### src/verilog/gpw_pkg.sv
package gpw_pkg;
  // ****************************************************************
  // port geometry
  // ****************************************************************
  localparam int GPW_NPINS = 8;
  localparam logic [7:0] GPW_VALUE_RST = 8'h00;
  localparam logic [7:0] GPW_DIR_RST = 8'h00;
  localparam logic [7:0] GPW_OPT_RST = 8'h00;

  // ****************************************************************
  // edge sensitivity codes
  // ****************************************************************
  typedef enum logic [1:0] {
    GPW_SENSE_FALL_LOW = 2'h0,
    GPW_SENSE_RISE = 2'h1,
    GPW_SENSE_FALL = 2'h2,
    GPW_SENSE_BOTH = 2'h3
  } gpw_sense_t;
  localparam logic [1:0] GPW_SENSE_RST = 2'h0;
endpackage

### src/verilog/gpw_sync.sv
`timescale 1ns/100ps
// three-stage input synchroniser; a change counts once stages two and
// three agree, so the first stage feeds only the second
module gpw_sync (
  // clock and reset
  input wire logic clk,
  input wire logic resetn,
  // data
  input wire logic [7:0] d,
  output logic [7:0] q
);
  typedef struct packed {
    logic [7:0] s1;
    logic [7:0] s2;
    logic [7:0] s3;
    logic [7:0] out;
  } gpw_sync_state_t;

  gpw_sync_state_t st;
  gpw_sync_state_t next_st;

  always_comb
  begin
    next_st = st;
    next_st.s1 = d;
    next_st.s2 = st.s1;
    next_st.s3 = st.s2;
    for (int i = 0; i < 8; i++)
    begin
      if (st.s2[i] == st.s3[i])
      begin
        next_st.out[i] = st.s3[i];
      end
    end
  end

  always_ff @(posedge clk)
  begin
    if (!resetn)
    begin
      st <= '0;
    end
    else
    begin
      st <= next_st;
    end
  end

  assign q = st.out;
endmodule

### src/verilog/gpw_port.sv
`timescale 1ns/100ps
module gpw_port
  import gpw_pkg::*;
(
  // clock and reset
  input wire logic clk,
  input wire logic resetn,
  // cpu side: port value, direction, option
  input wire logic value_we,
  input wire logic [7:0] value_wdata,
  output logic [7:0] value_rdata,
  input wire logic dir_we,
  input wire logic [7:0] dir_wdata,
  output logic [7:0] dir,
  input wire logic opt_we,
  input wire logic [7:0] opt_wdata,
  output logic [7:0] opt,
  // cpu side: edge sense and interrupt
  input wire logic sense_we,
  input wire logic [1:0] sense_wdata,
  output logic [1:0] edge_sense_field,
  input wire logic vector_fetch,
  output logic ext_irq,
  // pins
  input wire logic [7:0] pin_in,
  output logic [7:0] pin_out,
  output logic [7:0] pin_oe,
  output logic [7:0] pin_pullup,
  // peripheral alternate functions
  input wire logic [7:0] alt_out_en,
  input wire logic [7:0] alt_out,
  input wire logic [7:0] alt_open_drain,
  input wire logic [7:0] alt_in_en,
  output logic [7:0] alt_in
);
  import gpw_pkg::*;

  typedef struct packed {
    logic [7:0] latch;
    logic [7:0] dir;
    logic [7:0] opt;
    logic [1:0] sense;
    logic req_prev;
    logic pending;
    logic [7:0] rdata;
    logic [7:0] out;
    logic [7:0] oe;
    logic [7:0] pull;
    logic [7:0] ain;
  } gpw_state_t;

  gpw_state_t st;
  gpw_state_t next_st;
  logic [7:0] pin_sync;
  logic [7:0] drv_out;
  logic [7:0] drv_oe;
  logic [7:0] rd_val;
  logic [7:0] ain_val;
  logic [7:0] irq_pins;
  logic req_low;
  logic evt;

  // ****************************************************************
  // pin synchroniser
  // ****************************************************************
  gpw_sync u_sync (
    .clk(clk),
    .resetn(resetn),
    .d(pin_in),
    .q(pin_sync)
  );

  // ****************************************************************
  // per-pin drive and readback
  // ****************************************************************
  genvar g;
  generate
    for (g = 0; g < GPW_NPINS; g++)
    begin : g_pin
      always_comb
      begin
        // alternate output wins over port programming
        if (alt_out_en[g])
        begin
          drv_out[g] = alt_open_drain[g] ? 1'b0 : alt_out[g];
          drv_oe[g] = alt_open_drain[g] ? !alt_out[g] : 1'b1;
        end
        else if (st.dir[g])
        begin
          // open-drain only pulls low; push-pull drives both
          drv_out[g] = st.opt[g] ? st.latch[g] : 1'b0;
          drv_oe[g] = st.opt[g] ? 1'b1 : !st.latch[g];
        end
        else
        begin
          drv_out[g] = 1'b0;
          drv_oe[g] = 1'b0;
        end
        // readback
        if (st.dir[g])
        begin
          rd_val[g] = st.latch[g];
        end
        else if (alt_out_en[g])
        begin
          rd_val[g] = alt_out[g];
        end
        else
        begin
          rd_val[g] = pin_sync[g];
        end
        // peripheral input sees latch when pin is an output
        ain_val[g] = (alt_in_en[g] && st.dir[g]) ? st.latch[g] : pin_sync[g];
        // input with interrupt
        irq_pins[g] = !st.dir[g] && st.opt[g];
      end
    end
  endgenerate

  // ****************************************************************
  // shared interrupt request
  // ****************************************************************
  always_comb
  begin
    // any enabled pin low asserts the group request
    req_low = |(irq_pins & ~pin_sync);
    // trigger chosen by the shared sense field
    case (gpw_sense_t'(st.sense))
      GPW_SENSE_FALL_LOW: evt = req_low;
      GPW_SENSE_FALL: evt = req_low && !st.req_prev;
      GPW_SENSE_RISE: evt = !req_low && st.req_prev;
      GPW_SENSE_BOTH: evt = req_low != st.req_prev;
      default: evt = 1'b0;
    endcase
  end

  // ****************************************************************
  // next state
  // ****************************************************************
  always_comb
  begin
    next_st = st;
    if (value_we)
    begin
      next_st.latch = value_wdata;
    end
    if (dir_we)
    begin
      next_st.dir = dir_wdata;
    end
    if (opt_we)
    begin
      next_st.opt = opt_wdata;
    end
    next_st.req_prev = req_low;
    // clear by fetch or sense rewrite; a new event wins over a fetch only
    if (sense_we)
    begin
      next_st.sense = sense_wdata;
      next_st.pending = 1'b0;
    end
    else if (vector_fetch)
    begin
      next_st.pending = 1'b0;
    end
    // event from the old sense is dropped when the field is rewritten
    if (evt && !sense_we)
    begin
      next_st.pending = 1'b1;
    end
    next_st.rdata = rd_val;
    next_st.out = drv_out;
    next_st.oe = drv_oe;
    // pull-up in both input modes unless a peripheral drives
    next_st.pull = ~drv_oe & ~next_st.dir;
    next_st.ain = ain_val;
  end

  always_ff @(posedge clk)
  begin
    if (!resetn)
    begin
      st <= '0;
      st.latch <= GPW_VALUE_RST;
      st.dir <= GPW_DIR_RST;
      st.opt <= GPW_OPT_RST;
      st.sense <= GPW_SENSE_RST;
    end
    else
    begin
      st <= next_st;
    end
  end

  assign value_rdata = st.rdata;
  assign dir = st.dir;
  assign opt = st.opt;
  assign edge_sense_field = st.sense;
  assign ext_irq = st.pending;
  assign pin_out = st.out;
  assign pin_oe = st.oe;
  assign pin_pullup = st.pull;
  assign alt_in = st.ain;

  // ****************************************************************
  // checks
  // ****************************************************************
  a_sense_clears: assert property (
    @(posedge clk) disable iff (!resetn)
    sense_we |=> !ext_irq)
    else $error("pending not cleared by sense write");
  a_fetch_clears: assert property (
    @(posedge clk) disable iff (!resetn)
    vector_fetch && !evt && !sense_we |=> !ext_irq)
    else $error("pending not cleared by fetch");
  a_event_sets: assert property (
    @(posedge clk) disable iff (!resetn)
    evt && !sense_we |=> ext_irq)
    else $error("event lost");
  a_level_mode: assert property (
    @(posedge clk) disable iff (!resetn)
    st.sense == 2'h0 && req_low && !sense_we |=> ext_irq)
    else $error("low level did not request");
  a_input_hiz: assert property (
    @(posedge clk) disable iff (!resetn)
    dir == 8'h00 && alt_out_en == 8'h00 |=> pin_oe == 8'h00)
    else $error("input pin driven");
  a_pushpull_drv: assert property (
    @(posedge clk) disable iff (!resetn)
    alt_out_en == 8'h00 && (dir & opt) == 8'hFF
    |=> pin_oe == 8'hFF && pin_out == $past(st.latch))
    else $error("push-pull drive wrong");
  a_output_read: assert property (
    @(posedge clk) disable iff (!resetn)
    dir == 8'hFF |=> value_rdata == $past(st.latch))
    else $error("output readback wrong");
  // checked per pin so that a single alternate pin is enough to trip it
  a_alt_read: assert property (
    @(posedge clk) disable iff (!resetn)
    1'b1 |=> ((value_rdata ^ $past(alt_out))
    & $past(alt_out_en & ~dir)) == 8'h00)
    else $error("alternate readback wrong");
  a_alt_in_latch: assert property (
    @(posedge clk) disable iff (!resetn)
    1'b1 |=> ((alt_in ^ $past(st.latch))
    & $past(alt_in_en & dir)) == 8'h00)
    else $error("peripheral input not latch");
  a_reset_vals: assert property (
    @(posedge clk)
    !resetn |=> dir == 8'h00 && opt == 8'h00)
    else $error("reset values wrong");
endmodule

### config.mk
export PLATFORM = sky130hd
export DESIGN_NAME = gpw_port
export DESIGN_NICKNAME = d
export VERILOG_FILES = /design/src/verilog/gpw_pkg.sv /design/src/verilog/gpw_sync.sv /design/src/verilog/gpw_port.sv
export SDC_FILE = /design/constraint.sdc
export NUM_CORES = 1
export LEC_CHECK = 0
export BUFFER_PORTS_ARGS = -buffer_cell sky130_fd_sc_hd__buf_4
export CORE_MARGIN = 4
export CORE_UTILIZATION = 52
export CTS_BUF_LIST = sky130_fd_sc_hd__clkbuf_8
export CTS_CLUSTER_SIZE = 24
export DETAILED_ROUTE_END_ITERATION = 8
export PLACE_DENSITY = 0.82
export SETUP_SLACK_MARGIN = 0.05
export SLEW_MARGIN = 5
export SYNTH_ARGS = -nofsm -noshare
export SYNTH_HDL_FRONTEND = slang
export SYNTH_SLANG_ARGS = --single-unit
### constraint.sdc
create_clock -name clk -period 2.47 [get_ports clk]
set_input_delay 0.1235 -clock clk [delete_from_list [all_inputs] [get_ports clk]]
set_output_delay 0.1235 -clock clk [all_outputs]
set_load 0.02 [all_outputs]
==> impl_results.html, run 1 <==
<table>
<tr><th>Metric</th><th>Value</th></tr>
<tr><th colspan="2">Status</th></tr>
<tr><td>Result of the run</td><td>finished clean</td></tr>
<tr><th colspan="2">Logic synthesis</th></tr>
<tr><td>Synth area leaders</td><td>dfxtp_1, buf_4, mux2i_1</td></tr>
<tr><td>Synthesized cell area</td><td>0.00407 sq mm</td></tr>
<tr><td>Synthesis-stage register bit count</td><td>100</td></tr>
<tr><td>Proportion of synthesized chip area in sequential cells</td><td>0.492</td></tr>
<tr><td>Post-Synth Adder-Cell Area</td><td>0.00616</td></tr>
<tr><td>Most instantiated library cell after synthesis</td><td>dfxtp_1</td></tr>
<tr><td>Area share of the largest cell type after synthesis</td><td>0.492</td></tr>
<tr><td>Synth warnings</td><td>0</td></tr>
<tr><td>Synthesized Nets</td><td>510</td></tr>
<tr><td>Dominant combinational cell family by area after synthesis</td><td>simple AND/OR/NAND/NOR gates</td></tr>
<tr><td>Basic-gate share of the synthesized area counting and, or, nand and nor cells</td><td>0.187</td></tr>
<tr><td>Async set or reset register ratio after synthesis</td><td>0</td></tr>
<tr><td>Library cell with the largest summed area after synthesis</td><td>dfxtp_1</td></tr>
<tr><td>Post-synthesis compound-gate area fraction</td><td>0.0963</td></tr>
<tr><td>Count of flip-flops with a built-in enable after synthesis</td><td>0</td></tr>
<tr><td>Post-synth top cells</td><td>dfxtp_1, buf_4, nor2_1</td></tr>
<tr><td>Mean cell area of the mapped netlist</td><td>9.35 sq um</td></tr>
<tr><td>Synthesized netlist cell count</td><td>435</td></tr>
<tr><td>Ys flop type</td><td>dfxtp_1</td></tr>
<tr><td>Distinct cell type count after synthesis</td><td>26</td></tr>
<tr><td>Proportion of synthesized area in mux cells</td><td>0.0837</td></tr>
<tr><td>XOR/XNOR Fraction of Synth Area</td><td>0</td></tr>
<tr><th colspan="2">Setup path</th></tr>
<tr><td>Worst Setup EP</td><td>ext_irq$_SDFFE_PN0P_</td></tr>
<tr><td>CP Class</td><td>register to register</td></tr>
<tr><td>R2R setup slack</td><td>0.24 ns</td></tr>
<tr><td>Kind of cell adding the most delay to the critical path</td><td>compound AO/OA/AOI/OAI gates</td></tr>
<tr><td>WP data arrival</td><td>2.47 ns</td></tr>
<tr><td>Largest stage delay, worst path</td><td>0.43 ns</td></tr>
<tr><td>Critical path depth</td><td>11</td></tr>
<tr><td>CP Buf/Inv Count</td><td>1</td></tr>
<tr><td>Reg2reg start</td><td>opt[7]$_SDFFE_PN0P_</td></tr>
<tr><td>Crit Path Max Fanout</td><td>5</td></tr>
<tr><td>Worst reg2reg endpoint</td><td>ext_irq$_SDFFE_PN0P_</td></tr>
<tr><td>Slowest-stage cell, CP</td><td>a2111oi_4</td></tr>
<tr><td>Data required time of the worst path</td><td>2.71 ns</td></tr>
<tr><td>Sort of element at the end of the critical path</td><td>register</td></tr>
<tr><td>Startpoint types</td><td>register</td></tr>
<tr><td>Path depth of the worst reg2reg path</td><td>11</td></tr>
<tr><td>Worst setup startpoint</td><td>opt[7]$_SDFFE_PN0P_</td></tr>
<tr><td>Cell Chain, Critical Path</td><td>nor3b_1, a21oi_1, nand2_1, a2111oi_4, inv_1, ha_1, nand2_1, o21ai_2, a21oi_1, a21oi_2, o22ai_2</td></tr>
<tr><th colspan="2">STA</th></tr>
<tr><td>Worst clock skew</td><td>0.00979 ns</td></tr>
<tr><td>Setup Viol. Count Final</td><td>0</td></tr>
<tr><td>RSZ-0062 raised after global routing</td><td>no</td></tr>
<tr><td>Final hold violations</td><td>0</td></tr>
<tr><td>Number of max-slew violations in the final report</td><td>0</td></tr>
<tr><td>FMAX</td><td>448 MHz</td></tr>
<tr><td>Setup TNS after final layout</td><td>0 ns</td></tr>
<tr><td>Slew HR</td><td>0.699</td></tr>
<tr><td>Final worst-path cycle share</td><td>0.904</td></tr>
<tr><td>Slew @ Worst Pin</td><td>0.452 ns</td></tr>
<tr><td>Post-layout min period</td><td>2.23 ns</td></tr>
<tr><th colspan="2">Die</th></tr>
<tr><td>Area enclosed by the die boundary</td><td>0.00930 sq mm</td></tr>
<tr><td>Die width</td><td>96.4 microns</td></tr>
<tr><td>Height of the chip</td><td>96.4 microns</td></tr>
<tr><td>Starting Density</td><td>0.549</td></tr>
<tr><td>Area of the core</td><td>0.00741 sq mm</td></tr>
<tr><td>Number of standard-cell rows in the floorplan</td><td>31</td></tr>
<tr><td>I/O pin cnt</td><td>132</td></tr>
<tr><th colspan="2">GRT</th></tr>
<tr><td>Pin count of the biggest net entering global routing</td><td>44</td></tr>
<tr><td>Wire length of the first global-routing pass</td><td>14100 microns</td></tr>
<tr><td>Via count of the first global-routing pass</td><td>2973</td></tr>
<tr><td>Combined global-route utilization of all metal layers</td><td>0.198</td></tr>
<tr><td>Aggregate global routing overflow</td><td>0</td></tr>
<tr><td>Initial antenna violation count</td><td>0</td></tr>
<tr><th colspan="2">Routing</th></tr>
<tr><td>Number of antenna-violating nets in the routed design</td><td>0</td></tr>
<tr><td>Wire length after detailed routing</td><td>9230 microns</td></tr>
<tr><td>Vias after detailed routing</td><td>3095</td></tr>
<tr><td>Vias/cell</td><td>5.04</td></tr>
<tr><td>Number of iterations in the first detailed-routing pass</td><td>4</td></tr>
<tr><td>Number of design-rule violations left by the first detailed-router iteration</td><td>122</td></tr>
<tr><td>Drt wl/cell</td><td>15.0 microns</td></tr>
<tr><td>Number of remaining DRC errors</td><td>0</td></tr>
<tr><th colspan="2">CTS</th></tr>
<tr><td>Count of clock tree sinks</td><td>100</td></tr>
<tr><td>Number of buffers on the longest clock path</td><td>2</td></tr>
<tr><td>Clock transition at the register clock pins on the worst setup and hold paths after CTS</td><td>0.10 ns</td></tr>
<tr><td>CTS tree</td><td>built</td></tr>
<tr><td>Maximum level of the CTS H-tree</td><td>3</td></tr>
<tr><td>Inserted Clock Buffers</td><td>9</td></tr>
<tr><td>Cell chosen for the clock root</td><td>clkbuf_8</td></tr>
<tr><td>Clk Latency, worst-skew pair</td><td>0.35 ns</td></tr>
<tr><th colspan="2">Placement</th></tr>
<tr><td>Count of input and output buffers</td><td>131</td></tr>
<tr><td>Half-perimeter wire length after placement</td><td>6570 microns</td></tr>
<tr><td>RD Place Congestion</td><td>0.801</td></tr>
<tr><td>Area after DPL</td><td>0.00466 sq mm</td></tr>
<tr><th colspan="2">Worst hold path</th></tr>
<tr><td>Hold Path Class</td><td>input port to register</td></tr>
<tr><th colspan="2">Power and ir drop</th></tr>
<tr><td>Total power of the final layout</td><td>3390 uW</td></tr>
<tr><td>Static leakage</td><td>0.00226 uW</td></tr>
<tr><td>Maximum ir drop on the vdd rail</td><td>404 uV</td></tr>
<tr><td>Pwr per Cell Area</td><td>677 mW/mm^2</td></tr>
<tr><th colspan="2">Layout</th></tr>
<tr><td>Layout cells sized above 1</td><td>0.326</td></tr>
<tr><td>Number of nets in the finished design</td><td>585</td></tr>
<tr><td>Non-Filler Cell Area, Final</td><td>0.00500 sq mm</td></tr>
<tr><td>Area delta synth-&gt;final</td><td>23.1%</td></tr>
<tr><td>Antenna diode count</td><td>0</td></tr>
<tr><th colspan="2">Run</th></tr>
<tr><td>Total of max-cap violations</td><td>0</td></tr>
</table>
-- worst min-delay path by stage --
stage	startpoint	to	slack (ns)	cells after the start
floorplan	pin_in[0]	u_sync.next_st[16]$_SDFF_PN0_	0.25	1
global placement	pin_in[6]	u_sync.next_st[22]$_SDFF_PN0_	0.33	2
detailed placement	pin_in[0]	u_sync.next_st[16]$_SDFF_PN0_	0.33	2
CTS	opt_wdata[5]	opt[5]$_SDFFE_PN0P_	0.0008	3
global route	value_wdata[7]	st[67]$_SDFFE_PN0P_	0.00001	3
finish	sense_wdata[1]	edge_sense_field[1]$_SDFFE_PN0P_	0.007	3
-- area by class of cell --
cell class                      count  area, sq um
Fill cell                         579         2400
Sequential cell                   100         2010
Multi-Input combinational cell    252         1530
Timing Repair Buffer              143         1090
Clock buffer                       12          165
Tap cell                           99          124
Clock inverter                      4         71.3
Inverter                            4         15.0
-- report_power, final --
part | switching (uW) | total (uW) | internal [uW]
logic | 227 | 465 | 238
clock network | 528 | 1180 | 651
registers | 56.8 | 1740 | 1690
total | 811 | 3390 | 2570
-- flip-flops by register name, summed over array words and instances, names as in the netlist, 2 cells and up --
name and count:
pin_pullup 8, pin_out 8, st 9, u_sync.next_st 16, edge_sense_field 2, dir 8
alt_in 8, u_sync.st 8, value_rdata 8, opt 8, pin_oe 8, u_sync.q 8
-- cells by family (layout without fill, tap and decap cells) --
kind of cell,count (synthesis),after routing
flops,100,100
mux,34,34
simple gates,151,151
compound gates,65,65
fa+ha+maj,2,2
buf+inv,83,163
-- metal layers --
layer	track usage	wire, microns	vias to the layer above
li1	-	-	1552
met1	0.232	3830	1451
met2	0.354	4770	82
met3	0.0395	519	10
met4	0.0759	100	0
met5	0	0	-
-- placed cells by master (no fill, tap or decap), drive strengths merged, types with 8 or more instances in the layout --
master       count
buf            135
dfxtp          100
nor2            57
a21oi           44
mux2i           34
nand2           26
and2            24
clkbuf          12
nand2b           9
o21ai            9
nand3b           8
nand4b           8
a31o             8
and3             8
nand3            8
dlygate4sd3      8
-- worst reg2reg max path: cells and delay by family (launching register included) --
family	cells	cell delay [ns]
compound gates	6	1.02
simple gates	3	0.38
flops	1	0.34
fa+ha+maj	1	0.28
buf+inv	1	0.10
-- through the flow --
stage	setup WS, ns	cells	util	hold WS (ns)
2_1_floorplan	0.484	435	-	0.245
3_3_place_gp	0.332	588	0.629	0.332
3_5_place_dp	0.103	588	0.629	0.331
4_1_cts	0.0807	612	0.672	0.000761
5_1_grt	0.0703	614	0.676	0.0000129
6_report	0.237	614	0.676	0.00657
-- repair_timing --
action | 4_1_cts | 5_1_grt
endpoints found under the hold margin | 8 | 0
resized for setup | 0 | 8
buffers inserted | 0 | 2
setup endpoints to repair | 0 | 1
hold buffers | 8 | 0
Note: power is estimated with default switching activity, not from simulation.
==> run 2: changes to the inputs <==
- REMOVE_ABC_BUFFERS: not set -> 1
==> impl_results.html, run 2 (synthesis results as in run 1) <==
<table>
<tr><th>Metric</th><th>Value</th></tr>
<tr><th colspan="2">Layout</th></tr>
<tr><td>Area of the multi-input gates</td><td>0.00152 sq mm</td></tr>
<tr><td>Antenna diode count</td><td>0</td></tr>
<tr><td>Number of flip-flops in the largest register</td><td>16</td></tr>
<tr><td>Non-Filler Cell Area, Final</td><td>0.00500 sq mm</td></tr>
<tr><td>Layout cells sized above 1</td><td>0.312</td></tr>
<tr><td>Most common library cell in the layout ignoring fill and taps</td><td>buf_4</td></tr>
<tr><td>Area delta synth-&gt;final</td><td>23.0%</td></tr>
<tr><td>Fillers</td><td>578</td></tr>
<tr><td>Sequential standard cell area</td><td>0.00200 sq mm</td></tr>
<tr><td>Number of nets in the finished design</td><td>592</td></tr>
<tr><td>Most frequent cells in the layout</td><td>buf_4, dfxtp_1, nor2_1, a21oi_1, mux2i_1</td></tr>
<tr><th colspan="2">Placement</th></tr>
<tr><td>Area after DPL</td><td>0.00470 sq mm</td></tr>
<tr><td>RD Place Congestion</td><td>0.858</td></tr>
<tr><td>Count of input and output buffers</td><td>131</td></tr>
<tr><td>Half-perimeter wire length after placement</td><td>6410 microns</td></tr>
<tr><th colspan="2">CTS</th></tr>
<tr><td>CTS tree</td><td>built</td></tr>
<tr><td>Inserted Clock Buffers</td><td>9</td></tr>
<tr><td>Cell chosen for the clock root</td><td>clkbuf_8</td></tr>
<tr><td>Setup repair bufs after CTS</td><td>0</td></tr>
<tr><td>Clk Latency, worst-skew pair</td><td>0.34 ns</td></tr>
<tr><td>Number of buffers on the longest clock path</td><td>2</td></tr>
<tr><td>Clock transition at the register clock pins on the worst setup and hold paths after CTS</td><td>0.09 ns</td></tr>
<tr><td>Maximum level of the CTS H-tree</td><td>3</td></tr>
<tr><td>Count of clock tree sinks</td><td>100</td></tr>
<tr><th colspan="2">GRT</th></tr>
<tr><td>Pin count of the biggest net entering global routing</td><td>37</td></tr>
<tr><td>Wire length of the first global-routing pass</td><td>13600 microns</td></tr>
<tr><td>Combined global-route utilization of all metal layers</td><td>0.189</td></tr>
<tr><td>Initial antenna violation count</td><td>0</td></tr>
<tr><td>Aggregate global routing overflow</td><td>0</td></tr>
<tr><td>Via count of the first global-routing pass</td><td>2975</td></tr>
<tr><th colspan="2">Routing</th></tr>
<tr><td>Number of antenna-violating nets in the routed design</td><td>0</td></tr>
<tr><td>Number of remaining DRC errors</td><td>0</td></tr>
<tr><td>Vias after detailed routing</td><td>3124</td></tr>
<tr><td>Number of design-rule violations left by the first detailed-router iteration</td><td>122</td></tr>
<tr><td>Wire length after detailed routing</td><td>8830 microns</td></tr>
<tr><td>Vias/cell</td><td>5.03</td></tr>
<tr><td>Number of iterations in the first detailed-routing pass</td><td>4</td></tr>
<tr><td>Drt wl/cell</td><td>14.2 microns</td></tr>
<tr><th colspan="2">Die</th></tr>
<tr><td>Die width</td><td>96.4 microns</td></tr>
<tr><td>Area enclosed by the die boundary</td><td>0.00930 sq mm</td></tr>
<tr><td>I/O pin cnt</td><td>132</td></tr>
<tr><td>Number of standard-cell rows in the floorplan</td><td>31</td></tr>
<tr><td>Area of the core</td><td>0.00741 sq mm</td></tr>
<tr><td>Height of the chip</td><td>96.4 microns</td></tr>
<tr><td>Starting Density</td><td>0.549</td></tr>
<tr><th colspan="2">Power and ir drop</th></tr>
<tr><td>Total power of the final layout</td><td>3110 uW</td></tr>
<tr><td>Static leakage</td><td>0.00227 uW</td></tr>
<tr><td>Pwr per Cell Area</td><td>621 mW/mm^2</td></tr>
<tr><td>Maximum ir drop on the vdd rail</td><td>339 uV</td></tr>
<tr><th colspan="2">Run</th></tr>
<tr><td>Total of max-cap violations</td><td>0</td></tr>
<tr><th colspan="2">Setup path</th></tr>
<tr><td>R2R setup slack</td><td>0.24 ns</td></tr>
<tr><td>Path depth of the worst reg2reg path</td><td>11</td></tr>
<tr><td>Kind of cell adding the most delay to the critical path</td><td>compound AO/OA/AOI/OAI gates</td></tr>
<tr><td>Data required time of the worst path</td><td>2.70 ns</td></tr>
<tr><td>Critical path depth</td><td>11</td></tr>
<tr><td>Largest stage delay, worst path</td><td>0.41 ns</td></tr>
<tr><td>WP data arrival</td><td>2.45 ns</td></tr>
<tr><td>CP Class</td><td>register to register</td></tr>
<tr><td>Sort of element at the end of the critical path</td><td>register</td></tr>
<tr><td>CP Buf/Inv Count</td><td>1</td></tr>
<tr><td>Cell Chain, Critical Path</td><td>nor2_1, a22oi_1, nand2_1, a2111oi_4, inv_1, ha_1, nand2_1, o21ai_0, a21oi_1, a21oi_1, o22ai_2</td></tr>
<tr><td>Slowest-stage cell, CP</td><td>a2111oi_4</td></tr>
<tr><td>Startpoint types</td><td>register</td></tr>
<tr><td>Crit Path Max Fanout</td><td>5</td></tr>
<tr><th colspan="2">STA</th></tr>
<tr><td>Slew HR</td><td>0.611</td></tr>
<tr><td>Setup TNS after final layout</td><td>0 ns</td></tr>
<tr><td>FMAX</td><td>449 MHz</td></tr>
<tr><td>Slew @ Worst Pin</td><td>0.583 ns</td></tr>
<tr><td>Post-layout min period</td><td>2.23 ns</td></tr>
<tr><td>Setup Viol. Count Final</td><td>0</td></tr>
<tr><td>Worst clock skew</td><td>0.00603 ns</td></tr>
<tr><td>Final worst-path cycle share</td><td>0.902</td></tr>
<tr><td>Number of max-slew violations in the final report</td><td>0</td></tr>
<tr><td>RSZ-0062 raised after global routing</td><td>no</td></tr>
<tr><td>Final hold violations</td><td>0</td></tr>
<tr><th colspan="2">Worst hold path</th></tr>
<tr><td>Hold Path Class</td><td>input port to register</td></tr>
<tr><td>Hold-critical path depth</td><td>3</td></tr>
<tr><th colspan="2">Status</th></tr>
<tr><td>Result of the run</td><td>finished clean</td></tr>
</table>
[run 2: final cells by class]
type	count	area share
clock buffer	10	0.0275
clock inverter	6	0.00650
inverter	4	0.00300
multi-input combinational	252	0.304
sequential	100	0.400
tap	99	0.0248
timing repair buffer	150	0.234
[run 2: path summary, 6_finish.rpt]
kind	from	to
hold / removal	value_wdata[5]	st[65]$_SDFFE_PN0P_
setup / recovery	u_sync.q[4]$_SDFFE_PN0N_	ext_irq$_SDFFE_PN0P_
hold reg to reg	u_sync.next_st[20]$_SDFF_PN0_	u_sync.next_st[12]$_SDFF_PN0_
setup reg to reg	u_sync.q[4]$_SDFFE_PN0N_	ext_irq$_SDFFE_PN0P_
[run 2: where the power goes]
part / switching, uW / total (uW) / internal (uW)
clock: 517 / 901 / 383
combinational: 230 / 472 / 242
sequential: 47.3 / 1730 / 1690
total: 795 / 3110 / 2310
[run 2: stage by stage]
stage	hold slack (ns)	setup slack, ns	util	instances
3_3_place_gp	0.330	0.392	0.635	592
6_report	0.0162	0.242	0.675	621
5_1_grt	0.0112	0.0847	0.675	621
4_1_cts	0.00162	0.220	0.675	621
2_1_floorplan	0.245	0.345	-	356
3_5_place_dp	0.335	0.247	0.635	592
[run 2: repair_timing]
item                                   in CTS  in global routing
setup endpoints to repair                   0                  0
hold buffers                               13                  0
resized for setup                           0                  0
endpoints found under the hold margin      13                  0
[run 2: worst min-delay path, cell delays in order]
cell and delay (ns):
buf_4 0.08, mux2i_1 0.05, nor2_1 0.07
[run 2: metal layers]
layer,global-route usage,up-vias,part of all wire
met2,0.324,103,0.51
met1,0.225,1452,0.41
met4,0.0853,0,0.013
li1,-,1557,-
met3,0.0449,12,0.069
met5,0,-,0
